===== src/pkg/btseq_pkg.sv =====
// Constants and types for the battery discharge test sequencer.
// Assumes a single 40 MHz clock and plain-port configuration.
// Behaviour
// - static mode limits discharge by configured maximum current and power
// - static mode applies resistance setting; a config value disables it
// - dynamic mode uses larger of two currents as upper level
// - dynamic upper level held for pulse time of 1 to 36000 s
// - dynamic lower level held for pause time 1 to 36000 s, then repeat
// - test stops when battery voltage reaches discharge voltage threshold
// - elapsed test time compared against maximum of 0 to 10 h
// - consumed charge compared against capacity limit up to 99999.99 Ah
// - time and capacity limits each have none, signal or stop action
// - limits and actions kept separately for static and dynamic modes
// - when logging enabled, one record per selected logging interval
// - capacity and energy update once per second only
// - log opens with header row of mode and set values
// - data rows hold voltage, current, power, Ah, Wh, ms timestamp
// - log marked available only after the test has stopped
// - running values and regulation mode presented on outputs
// - operator stop control ends the run at any time
// - alarm that switches off the input also stops the test
// - after automatic stop, restart refused until reconfiguration
// - static gives current, power or resistance; dynamic gives pulses
package btseq_pkg;
  // ==========================================================
  // timebase
  localparam int unsigned CLK_HZ        = 40_000_000;
  localparam int unsigned TICK_MS       = 1;
  localparam int unsigned MS_CYCLES     = CLK_HZ / 1000 * TICK_MS;
  localparam int unsigned MS_PER_S      = 1000;
  localparam int unsigned DUR_MIN_S     = 1;
  localparam int unsigned DUR_MAX_S     = 36000;
  localparam int unsigned TIME_MAX_S    = 10 * 3600;
  // capacity limit in units of 0.01 Ah
  localparam int unsigned CAP_MAX_CAH   = 9_999_999;
  localparam logic [15:0] RES_OFF       = 16'h0000;
  // ==========================================================
  // logging interval codes: 0..9 = 100..1000 ms, 10 = 5 s, 11 = 10 s
  localparam logic [3:0]  LOG_5S_CODE   = 4'ha;
  localparam logic [3:0]  LOG_10S_CODE  = 4'hb;
  localparam int unsigned LOG_STEP_MS   = 100;
  // ==========================================================
  typedef enum logic [1:0] {BTSEQ_ACT_NONE, BTSEQ_ACT_SIGNAL,
                            BTSEQ_ACT_END, BTSEQ_ACT_RSVD} btseq_act_t;
  typedef enum logic [1:0] {BTSEQ_REG_CC, BTSEQ_REG_CP,
                            BTSEQ_REG_CR, BTSEQ_REG_OFF} btseq_reg_t;
  typedef enum logic [2:0] {BTSEQ_STOP_NONE, BTSEQ_STOP_MANUAL,
                            BTSEQ_STOP_TIME, BTSEQ_STOP_CAP,
                            BTSEQ_STOP_ALARM, BTSEQ_STOP_VOLT} btseq_why_t;
  // record kinds in the log stream
  localparam logic        REC_HEADER    = 1'b0;
  localparam logic        REC_DATA      = 1'b1;
endpackage : btseq_pkg


===== src/hdl/btseq_skid.sv =====
// Two-entry buffer between record builder and log consumer.
// Assumes source and sink share mclk; sink may stall any time.
`timescale 1ns/100ps
module btseq_skid
  import btseq_pkg::*;
#(
  parameter int W = 8
) (
  // clock and reset
  input  wire logic         mclk,
  input  wire logic         nrst,
  input  wire logic         ce,
  // fill side
  input  wire logic         in_valid,
  output logic              in_ready,
  input  wire logic [W-1:0] in_data,
  // drain side
  output logic              out_valid,
  input  wire logic         out_ready,
  output logic [W-1:0]      out_data
);
  typedef struct packed {
    logic [1:0][W-1:0] mem;
    logic              rd;
    logic              wr;
    logic [1:0]        cnt;
  } btseq_skid_t;
  btseq_skid_t s_q, s_d;

  assign in_ready  = (s_q.cnt != 2'h2);
  assign out_valid = (s_q.cnt != 2'h0);
  assign out_data  = s_q.mem[s_q.rd];

  // next state: push and pop may happen in one cycle
  always_comb begin
    logic push;
    logic pop;
    push = in_valid && in_ready;
    pop  = out_valid && out_ready;
    s_d  = s_q;
    if (push) begin
      s_d.mem[s_q.wr] = in_data;
      s_d.wr          = ~s_q.wr;
    end
    if (pop) begin
      s_d.rd = ~s_q.rd;
    end
    if (push && !pop) begin
      s_d.cnt = s_q.cnt + 2'h1;
    end else if (pop && !push) begin
      s_d.cnt = s_q.cnt - 2'h1;
    end
  end

  always_ff @(posedge mclk) begin
    if (!nrst) begin
      s_q <= '0;
    end else if (ce) begin
      s_q <= s_d;
    end
  end
endmodule // btseq_skid


===== src/hdl/btseq_top.sv =====
// Battery discharge test sequencer: mode control, stop logic,
// charge and energy integration, and log record stream.
// Assumes measurements already scaled: current mA, power W, voltage mV.
`timescale 1ns/100ps
module btseq_top
  import btseq_pkg::*;
#(
  parameter int          IW   = 16,
  parameter int unsigned MS_N = MS_CYCLES,
  parameter int          RW   = 128
) (
  // clock, reset, enable
  input  wire logic          mclk,
  input  wire logic          nrst,
  input  wire logic          ce,
  // operator controls (start_pin and stop_pin asynchronous)
  input  wire logic          start_pin,
  input  wire logic          stop_pin,
  input  wire logic          config_done,
  input  wire logic          dyn_mode,
  // static settings
  input  wire logic [IW-1:0] st_current_max,
  input  wire logic [IW-1:0] st_power_max,
  input  wire logic [15:0]   st_resistance,
  // dynamic settings
  input  wire logic [IW-1:0] dy_current_a,
  input  wire logic [IW-1:0] dy_current_b,
  input  wire logic [IW-1:0] dy_power_max,
  input  wire logic [15:0]   dy_pulse_s,
  input  wire logic [15:0]   dy_pause_s,
  // per-mode limits and actions
  input  wire logic [IW-1:0] st_discharge_voltage_threshold,
  input  wire logic [15:0]   st_discharge_time_limit,
  input  wire logic [23:0]   st_discharge_capacity_limit,
  input  wire btseq_act_t    st_time_act,
  input  wire btseq_act_t    st_cap_act,
  input  wire logic [IW-1:0] dy_discharge_voltage_threshold,
  input  wire logic [15:0]   dy_discharge_time_limit,
  input  wire logic [23:0]   dy_discharge_capacity_limit,
  input  wire btseq_act_t    dy_time_act,
  input  wire btseq_act_t    dy_cap_act,
  // logging setup
  input  wire logic          log_en,
  input  wire logic [3:0]    log_interval,
  // measurements and alarms
  input  wire logic [IW-1:0] meas_voltage,
  input  wire logic [IW-1:0] meas_current,
  input  wire logic [IW-1:0] meas_power,
  input  wire logic          input_off_alarm,
  input  wire logic          over_temperature_alarm,
  // regulation outputs
  output logic               load_on,
  output logic [IW-1:0]      set_current,
  output logic [IW-1:0]      set_power,
  output logic [15:0]        set_resistance,
  output logic               res_reg_en,
  output btseq_reg_t         reg_mode,
  // status
  output logic               running,
  output logic               time_limit_msg,
  output logic               cap_limit_msg,
  output btseq_why_t         stop_cause,
  output logic               locked_out,
  output logic [31:0]        elapsed_ms,
  output logic [31:0]        used_mah_s,
  output logic [31:0]        used_wh_s,
  output logic [IW-1:0]      disp_voltage,
  output logic [IW-1:0]      disp_threshold,
  output logic               log_ready,
  // record stream
  output logic               rec_valid,
  input  wire logic          rec_ready,
  output logic [RW-1:0]      rec_data
);
  // ==========================================================
  // state
  typedef enum logic [1:0] {ST_IDLE, ST_HDR, ST_RUN} btseq_st_t;
  typedef struct packed {
    btseq_st_t  st;
    logic [2:0] start_s;
    logic [2:0] stop_s;
    logic       start_f;
    logic       stop_f;
    logic       dyn;
    logic       hi;
    logic [15:0] phase_s;
    logic [25:0] ms_cnt;
    logic [9:0]  ms_in_s;
    logic [31:0] ms;
    logic [31:0] secs;
    logic [48:0] mah_s; // covers the full capacity range in mA*ms
    logic [31:0] wh_s;
    logic [48:0] mah_pub;
    logic [31:0] wh_pub;
    logic [13:0] log_cnt;
    logic        tmsg;
    logic        cmsg;
    logic        lock;
    logic        logged;
    btseq_why_t  why;
  } btseq_top_t;
  btseq_top_t s_q, s_d;

  logic          push;
  logic          push_ok;
  logic [RW-1:0] rec_word;
  logic [IW-1:0] hi_cur, lo_cur;
  logic [IW-1:0] thr;
  logic [15:0]   tlim;
  logic [23:0]   clim;
  btseq_act_t    tact, cact;
  logic [13:0]   log_ms;

  // ==========================================================
  // per-mode selection keeps both setting sets independent
  assign thr  = s_q.dyn ? dy_discharge_voltage_threshold
                        : st_discharge_voltage_threshold;
  assign tlim = s_q.dyn ? dy_discharge_time_limit
                        : st_discharge_time_limit;
  assign clim = s_q.dyn ? dy_discharge_capacity_limit
                        : st_discharge_capacity_limit;
  assign tact = s_q.dyn ? dy_time_act : st_time_act;
  assign cact = s_q.dyn ? dy_cap_act : st_cap_act;
  // larger setting always becomes the pulse level
  assign hi_cur = (dy_current_a >= dy_current_b) ? dy_current_a
                                                 : dy_current_b;
  assign lo_cur = (dy_current_a >= dy_current_b) ? dy_current_b
                                                 : dy_current_a;
  // interval in ms from code
  always_comb begin
    if (log_interval == LOG_5S_CODE) begin
      log_ms = 14'd5000;
    end else if (log_interval == LOG_10S_CODE) begin
      log_ms = 14'd10000;
    end else if (log_interval > 4'h9) begin
      log_ms = 14'd1000;
    end else begin
      log_ms = 14'(({10'h0, log_interval} + 14'h1) * 14'(LOG_STEP_MS));
    end
  end

  // ==========================================================
  // regulation outputs
  assign load_on        = (s_q.st == ST_RUN);
  assign set_current    = !s_q.dyn ? st_current_max
                        : (s_q.hi ? hi_cur : lo_cur);
  assign set_power      = s_q.dyn ? dy_power_max : st_power_max;
  assign res_reg_en     = !s_q.dyn && (st_resistance != RES_OFF);
  assign set_resistance = res_reg_en ? st_resistance : RES_OFF;
  // regulation mode follows whichever static limit binds; dynamic runs always show CC
  always_comb begin
    if (s_q.st != ST_RUN) begin
      reg_mode = BTSEQ_REG_OFF;
    end else if (!s_q.dyn && meas_power >= st_power_max) begin
      reg_mode = BTSEQ_REG_CP;
    end else if (res_reg_en && meas_current < set_current) begin
      reg_mode = BTSEQ_REG_CR;
    end else begin
      reg_mode = BTSEQ_REG_CC;
    end
  end
  assign running        = (s_q.st == ST_RUN);
  assign time_limit_msg = s_q.tmsg;
  assign cap_limit_msg  = s_q.cmsg;
  assign stop_cause     = s_q.why;
  assign locked_out     = s_q.lock;
  assign elapsed_ms     = s_q.ms;
  assign used_mah_s     = s_q.mah_pub[31:0];
  assign used_wh_s      = s_q.wh_pub;
  assign disp_voltage   = meas_voltage;
  assign disp_threshold = thr;
  assign log_ready      = s_q.logged && (s_q.st == ST_IDLE);

  // ==========================================================
  // record words: header row and data row; data stamp kept to 31 bits
  always_comb begin
    rec_word = '0;
    if (s_q.st == ST_HDR) begin
      rec_word = RW'({REC_HEADER, s_q.dyn, set_current, set_power,
                      set_resistance, thr, tlim, clim});
    end else begin
      rec_word = RW'({REC_DATA, meas_voltage, meas_current,
                      meas_power, s_q.mah_pub[23:0], s_q.wh_pub[23:0],
                      s_q.ms[30:0]});
    end
  end

  // ==========================================================
  // sequencer
  always_comb begin
    logic tick_ms;
    logic tick_s;
    logic stop_now;
    logic auto_stop;
    btseq_why_t why;
    s_d = s_q;
    push = 1'b0;
    tick_ms = 1'b0;
    tick_s = 1'b0;
    stop_now = 1'b0;
    auto_stop = 1'b0;
    why = BTSEQ_STOP_NONE;
    // three-stage pin sync, change taken when stages 2 and 3 agree
    s_d.start_s = {s_q.start_s[1:0], start_pin};
    s_d.stop_s  = {s_q.stop_s[1:0], stop_pin};
    if (s_q.start_s[1] == s_q.start_s[2]) begin
      s_d.start_f = s_q.start_s[2];
    end
    if (s_q.stop_s[1] == s_q.stop_s[2]) begin
      s_d.stop_f = s_q.stop_s[2];
    end
    if (config_done) begin
      s_d.lock = 1'b0;
    end
    unique case (s_q.st)
      ST_IDLE: begin
        // rising start, refused while locked out
        if (s_d.start_f && !s_q.start_f && !s_q.lock && !s_d.stop_f) begin
          s_d.dyn = dyn_mode;
          s_d.hi = 1'b1;
          s_d.phase_s = '0;
          s_d.ms_cnt = '0;
          s_d.ms_in_s = '0;
          s_d.ms = '0;
          s_d.secs = '0;
          s_d.mah_s = '0;
          s_d.wh_s = '0;
          s_d.mah_pub = '0;
          s_d.wh_pub = '0;
          s_d.log_cnt = '0;
          s_d.tmsg = 1'b0;
          s_d.cmsg = 1'b0;
          s_d.logged = log_en;
          s_d.why = BTSEQ_STOP_NONE;
          s_d.st = log_en ? ST_HDR : ST_RUN;
        end
      end
      ST_HDR: begin
        // a stalled consumer must not block a manual stop
        push = !s_q.stop_f;
        if (s_q.stop_f || push_ok) begin
          s_d.st = s_q.stop_f ? ST_IDLE : ST_RUN;
        end
      end
      ST_RUN: begin
        if (s_q.ms_cnt == 26'(MS_N - 1)) begin
          s_d.ms_cnt = '0;
          tick_ms = 1'b1;
        end else begin
          s_d.ms_cnt = s_q.ms_cnt + 26'h1;
        end
        if (tick_ms) begin
          s_d.ms = s_q.ms + 32'h1;
          // integrate every ms; publish once per second
          s_d.mah_s = s_q.mah_s + 49'(meas_current);
          s_d.wh_s  = s_q.wh_s + 32'(meas_power);
          if (s_q.ms_in_s == 10'(MS_PER_S - 1)) begin
            s_d.ms_in_s = '0;
            tick_s = 1'b1;
          end else begin
            s_d.ms_in_s = s_q.ms_in_s + 10'h1;
          end
        end
        if (tick_s) begin
          s_d.secs = s_q.secs + 32'h1;
          s_d.mah_pub = s_d.mah_s;
          s_d.wh_pub = s_d.wh_s;
          // pulse and pause phases counted in whole seconds
          if (s_q.dyn) begin
            if (32'(s_q.phase_s) + 32'h1 >=
                32'(s_q.hi ? dy_pulse_s : dy_pause_s)) begin
              s_d.phase_s = '0;
              s_d.hi = ~s_q.hi;
            end else begin
              s_d.phase_s = s_q.phase_s + 16'h1;
            end
          end
        end
        // log pacing; a record is skipped only if buffer is full
        if (s_q.logged && tick_ms) begin
          if (s_q.log_cnt + 14'h1 >= log_ms) begin
            s_d.log_cnt = '0;
            push = 1'b1;
          end else begin
            s_d.log_cnt = s_q.log_cnt + 14'h1;
          end
        end
        // limit checks; 0.01 Ah = 36000000 mA*ms
        if (tlim != '0 && s_q.secs >= 32'(tlim)) begin
          if (tact == BTSEQ_ACT_SIGNAL) s_d.tmsg = 1'b1;
          if (tact == BTSEQ_ACT_END) begin
            auto_stop = 1'b1;
            why = BTSEQ_STOP_TIME;
          end
        end
        if (clim != '0 && 64'(s_q.mah_pub) >=
            64'(clim) * 64'd36_000_000) begin
          if (cact == BTSEQ_ACT_SIGNAL) s_d.cmsg = 1'b1;
          if (cact == BTSEQ_ACT_END) begin
            auto_stop = 1'b1;
            why = BTSEQ_STOP_CAP;
          end
        end
        if (meas_voltage <= thr) begin
          auto_stop = 1'b1;
          why = BTSEQ_STOP_VOLT;
        end
        if (input_off_alarm || over_temperature_alarm) begin
          auto_stop = 1'b1;
          why = BTSEQ_STOP_ALARM;
        end
        if (s_q.stop_f) begin
          stop_now = 1'b1;
          why = BTSEQ_STOP_MANUAL;
        end
        if (stop_now || auto_stop) begin
          s_d.st = ST_IDLE;
          s_d.why = why;
          s_d.lock = auto_stop && !stop_now;
        end
      end
      default: s_d.st = ST_IDLE;
    endcase
  end

  always_ff @(posedge mclk) begin
    if (!nrst) begin
      s_q <= '0;
    end else if (ce) begin
      s_q <= s_d;
    end
  end

  // ==========================================================
  // record buffer absorbs consumer stalls
  btseq_skid #(.W(RW)) u_buf (
    .mclk      (mclk),
    .nrst      (nrst),
    .ce        (ce),
    .in_valid  (push),
    .in_ready  (push_ok),
    .in_data   (rec_word),
    .out_valid (rec_valid),
    .out_ready (rec_ready),
    .out_data  (rec_data)
  );
endmodule // btseq_top


===== config.mk =====
export PLATFORM = sky130hd
export DESIGN_NAME = btseq_top
export DESIGN_NICKNAME = d
export VERILOG_FILES = /design/src/pkg/btseq_pkg.sv /design/src/hdl/btseq_skid.sv /design/src/hdl/btseq_top.sv
export SDC_FILE = /design/constraint.sdc
export NUM_CORES = 2
export LEC_CHECK = 0
export ABC_CLOCK_PERIOD_IN_PS = 12900
export BUFFER_PORTS_ARGS = -buffer_cell sky130_fd_sc_hd__buf_2
export CORE_AREA = 2 2 315 224
export DETAILED_ROUTE_END_ITERATION = 12
export DIE_AREA = 0 0 317 226
export PLACE_DENSITY = 0.81
export SETUP_SLACK_MARGIN = 0.4
export SYNTH_ARGS = -nofsm -noshare
export SYNTH_HDL_FRONTEND = slang
export SYNTH_HIERARCHICAL = 1
export SYNTH_SLANG_ARGS = --single-unit

===== constraint.sdc =====
create_clock -name mclk -period 12.9 [get_ports mclk]
set_input_delay 0.645 -clock mclk [delete_from_list [all_inputs] [get_ports mclk]]
set_output_delay 0.645 -clock mclk [all_outputs]
set_load 0.02 [all_outputs]

== After elaboration in Yosys (flattened, before gate mapping) ==
Index checks and enable logic that the tools add are counted.
Storage, ports and cells
  flip-flop bits (word level): 571
  input bits: 311
  output and inout port bits: 317
  logic and storage cells: 212
Operators by class
  add/subtract/negate cells: 12
  multiply operators: 2
  $lt $le $gt $ge: 12
  equal/unequal tests: 26
  muxes and demuxes: 82
  bitwise gates (word level): 3
  reductions and logical operators: 48
Operators with widths (count)
  $pmux W295 S2: 1
  $mux W128: 4
  $mux W295: 1
  $bwmux W256: 1
  $mux W81: 2
  $mux W16: 10
  $demux W128 S1: 1
  $add A32 B1 Y32 const B: 2
  $mux W14: 4
  $ge A49 B50 Y1: 1
  $add A49 B16 Y49: 1
  $mul A24 B18 Y42 const B: 1
  $mux W42: 1
  $mux W17: 2
  $add A32 B16 Y32: 1
  $ge A16 B16 Y1: 2
  $ge A32 B16 Y1: 1
  $mux W32: 1
  $reduce_bool A16 Y1: 2
  $mux W2: 14
  $add A26 B1 Y26 const B: 1
  $eq A26 B16 Y1 const B: 1
  $mux W1: 26
  $mux W26: 1
  41 further kinds: 103

== Longest topological paths before layout ==
  depth after elaboration: 14
  gate-level depth with buffers: 38
  gate-level depth less buffers: 34

== Modules after synthesis ==
Netlist, hierarchy kept.
By module, submodules not included
  btseq_top: times used 1, cells an instance 3573, area each 28808.9 um2, seq. area each 6226.0 um2
  btseq_skid: times used 1, cells an instance 1134, area each 11337.1 um2, seq. area each 5205.0 um2

== Worst setup path before layout ==
No wires, ideal clock.
  path type: reg-to-reg
  start point: register s_q[300] (netlist name)
  end point: register s_q[309] (netlist name)
  library setup time: 0.072 ns
  arrival: 9.134 ns
  data required time: 12.828 ns
  slack: 3.694 ns
  stages on the path, launching flop included: 38
  path buffers: 5
  period minus slack after synthesis: 9.206 ns
  cell sequence: dfxtp_1 clkbuf_1 buf_2 clkbuf_1 clkbuf_1 buf_1 mux2i_1 inv_1 ha_1 inv_1 fa_1 inv_1 ha_1 fa_1 fa_1 inv_1 fa_1 inv_1 [2 not listed] o21ai_0 a221oi_1 o31ai_1 a31oi_1 o221ai_1 nand2_1 nand2_1 a21oi_1 xor2_1 ha_1 a2111oi_0 o211ai_1 o221ai_1 a211oi_1 and3_1 nor2b_1 o221ai_1 mux2i_1

==> impl_metrics.yaml <==
critical_path:
  cp_common_cell: "inv_1"
  critPathSlowestCell: "dfxtp_4"
  arrival_ps: 9970
  cp_max_fo: 46
  endpoint_kind: "flip-flop"
  crit_type: "flip-flop to flip-flop"
  worst_setup_path_start_kind: "flip-flop"
  worstSetupStartpoint: "s_q[300]"
  rr_worst_depth: 33
  max_stage_delay_ps: 860
  r2r_start: "s_q[300]"
  cp.required_ps: 13390
routing:
  avgViaCountPerCell: 5.89
  drt_pre_antenna_iters: 6
  drtIter0Drc: 3983
  drc: 0
  vias: 35610
  wl_met3_mm: 13.0
  finalWirelength_mm: 125
  maxUsedRoutingLayer: "met5"
  ant_nets: 0
  wire_per_inst_um: 20.8
  dr_wl_met2_mm: 53.1
  met1_length_mm: 56.0
min_path:
  hold_path.class: "primary input to flip-flop"
  hp-start: "start_pin"
  hold_depth: 3
logic_synthesis:
  ys_ff_latch: 571
  ys_top_cells_by_area: "dfxtp_1 28%, ha_1 12%, mux2i_1 8.7%"
  yosys_most_used_dff: "dfxtp_1"
  syn_area_per_cell_um2: 8.53
  synthesis.nets: 5497
  ys_async_sr_fraction_pct: 0
  yosysSeqAreaShare_pct: 28.5
  postSynthCellCount: 4707
  yosysTopAreaCell: "dfxtp_1"
  synth_edf_count: 0
  synthTopCellsByCount: "694 x nand2_1, 571 x dfxtp_1, 384 x ha_1"
  netlist.area_leader.share_pct: 28.5
  ys_warn_count: 6
  syn_area_um2: 40100
  synth_most_common_cell: "nand2_1"
  yosysUniqueCellTypes: 95
final_layout:
  drive_above_1_share_pct: 18.9
  nets: 5875
  final_util_pct: 64.9
  syn2layout_area_growth_pct: 11.3
  num-fill-cells: 5762
global_routing:
  antenna_found_initial: 8
  grt_max_degree: 229
  grt_pass1_wl_mm: 188
  first_global_vias: 32869
  grt_usage_pct: 33.5
  overflow: 0
clock_tree:
  cts_buffers: 54
  clock_path_buffers: 3
  insertion_delay_ps: 650
  post-cts-setup-buffers: 0
  ctsResizeCount: 0
  htree_num_levels: 2
  clock_sinks: 571
  path_clk_slew_ps: 80
  cts_tree: "done"
  root_buffer: "clkbuf_16"
  holdBufCountCts: 0
sta:
  setup_viol: 0
  finalCriticalPeriod_ps: 9470
  tns_ps: 0
  max_freq_ghz: 0.106
  final_max_slew_viol_count: 0
  slew_headroom_pct: 10.6
  timing.hold.ws_ps: 273
  grt_setup_unrepaired: "false"
  finalCritPeriodShare_pct: 73.4
  finalHoldViolations: 0
  finClkSkew_ps: 34.0
  tightest_slew_ps: 1320
placement:
  post-dp-hpwl_mm: 96.1
  globalplace.congestion: 0.976
  portBuffers: 627
floorplanning:
  die_h_um: 226
  initial_core_util_pct: 58.3
  num_rows: 81
  core_um2: 68800
  die_x_um: 317
  io_pins: 628
  die_area_um2: 71600
outcome:
  outcome: "finished, final reports clean"
power_and_ir_drop:
  power.density_nw_per_um2: 128
  design_power_total_uw: 5710
  ir_drop_mv: 0.119
  p_leak_uw: 0.0209
run:
  maxCapViolCount: 0
==> registers in the layout, indices dropped and copies added (netlist names) <==
| signal | count |
|---|---|
| cap_limit_msg | 1 |
| elapsed_ms | 32 |
| locked_out | 1 |
| s_d | 4 |
| s_q | 205 |
| stop_cause | 3 |
| time_limit_msg | 1 |
| u_buf/s_q | 260 |
| used_mah_s | 32 |
| used_wh_s | 32 |
==> critical path: cells and delay by family (launching register included) <==
family	cells	cell delay, ps
mux	2	600
buf+inv	5	500
xor+xnor	1	90
flops	1	860
compound gates	10	2370
fa+ha+maj	8	3370
simple gates	7	1510
==> layout by cell type, fill, tap and decap left out, types with 12 or more instances in the layout <==
master     Yosys  layout
ha_1         384     383
nand3_1      100     100
a211oi_1      14      14
o31ai_1       30      30
mux2_2       161     161
mux2i_1      349     349
buf_4        123      28
o21a_1        23      23
o21ai_0      221     221
nor3_1        29      29
nor2b_1       48      48
fa_1          95      95
nor4_1        30      29
a22oi_1       13      13
a31oi_1       38      38
nand4_1       52      52
nand2b_1      28      28
xnor2_1       89      88
o211ai_1      17      17
nand2_1      694     694
and2_1        28      28
dfxtp_1      571     569
clkbuf_16      0      54
o22ai_1       12      12
a21oi_1      225     225
inv_1        302     301
clkbuf_8       0      15
nor2_1       358     355
a22o_1        25      25
a21o_1        58      58
and3_1        54      54
or3_1         23      23
xor2_1       133     133
buf_2         35     626
==> logic make-up after synthesis <==
family	synth area share [%]
AOI/OAI and AO/OA	11.7
and+or+nand+nor	17.4
adders and majority gates	16.7
muxes	13.2
xor gates and xnor gates	4.84
buffers and inverters	7.67
DFF	28.5
==> stage by stage <==
| stage | instance area (µm²) | instances | setup slack (ps) |
|---|---|---|---|
| detailed placement | 42800 | 5942 | 3610 |
| CTS | 44700 | 6040 | 3510 |
| floorplan | 40100 | 4707 | 3690 |
| global route | 44700 | 6041 | 2780 |
| global placement | 42800 | 5942 | 3810 |
| finish | 44700 | 6042 | 3430 |
==> where the power goes <==
| group | internal [µW] | total (µW) | switching, µW |
|---|---|---|---|
| sequential | 1760 | 1760 | 0.990 |
| clock | 943 | 1690 | 744 |
| combinational | 915 | 2260 | 1340 |
| total | 3620 | 5710 | 2090 |
==> path summary, 6_finish.rpt <==
path / slack, ps / endpoint
max reg2reg: 3430 / s_q[309]
max: 3430 / s_q[309]
min reg2reg: 450 / used_wh_s[31]
min: 270 / s_d[307]
==> layout make-up <==
cell class | count | area [µm²] | share of cell area [%]
antenna | 2 | 5.00 | 0.0112
clock buffer | 78 | 1590 | 3.56
clock inverter | 20 | 253 | 0.566
inverter | 304 | 1140 | 2.55
multi-input combinational | 3496 | 25700 | 57.5
sequential | 571 | 11400 | 25.6
tap | 913 | 1140 | 2.56
timing repair buffer | 658 | 3420 | 7.65
==> layer usage <==
metal  track usage (%)  vias up
li1                  -    16841
met2              49.7     1724
met4              9.10        6
met3              7.60      245
met1              48.6    16794
met5                 0        -
No activity file was read; power rests on OpenSTA's default activity.
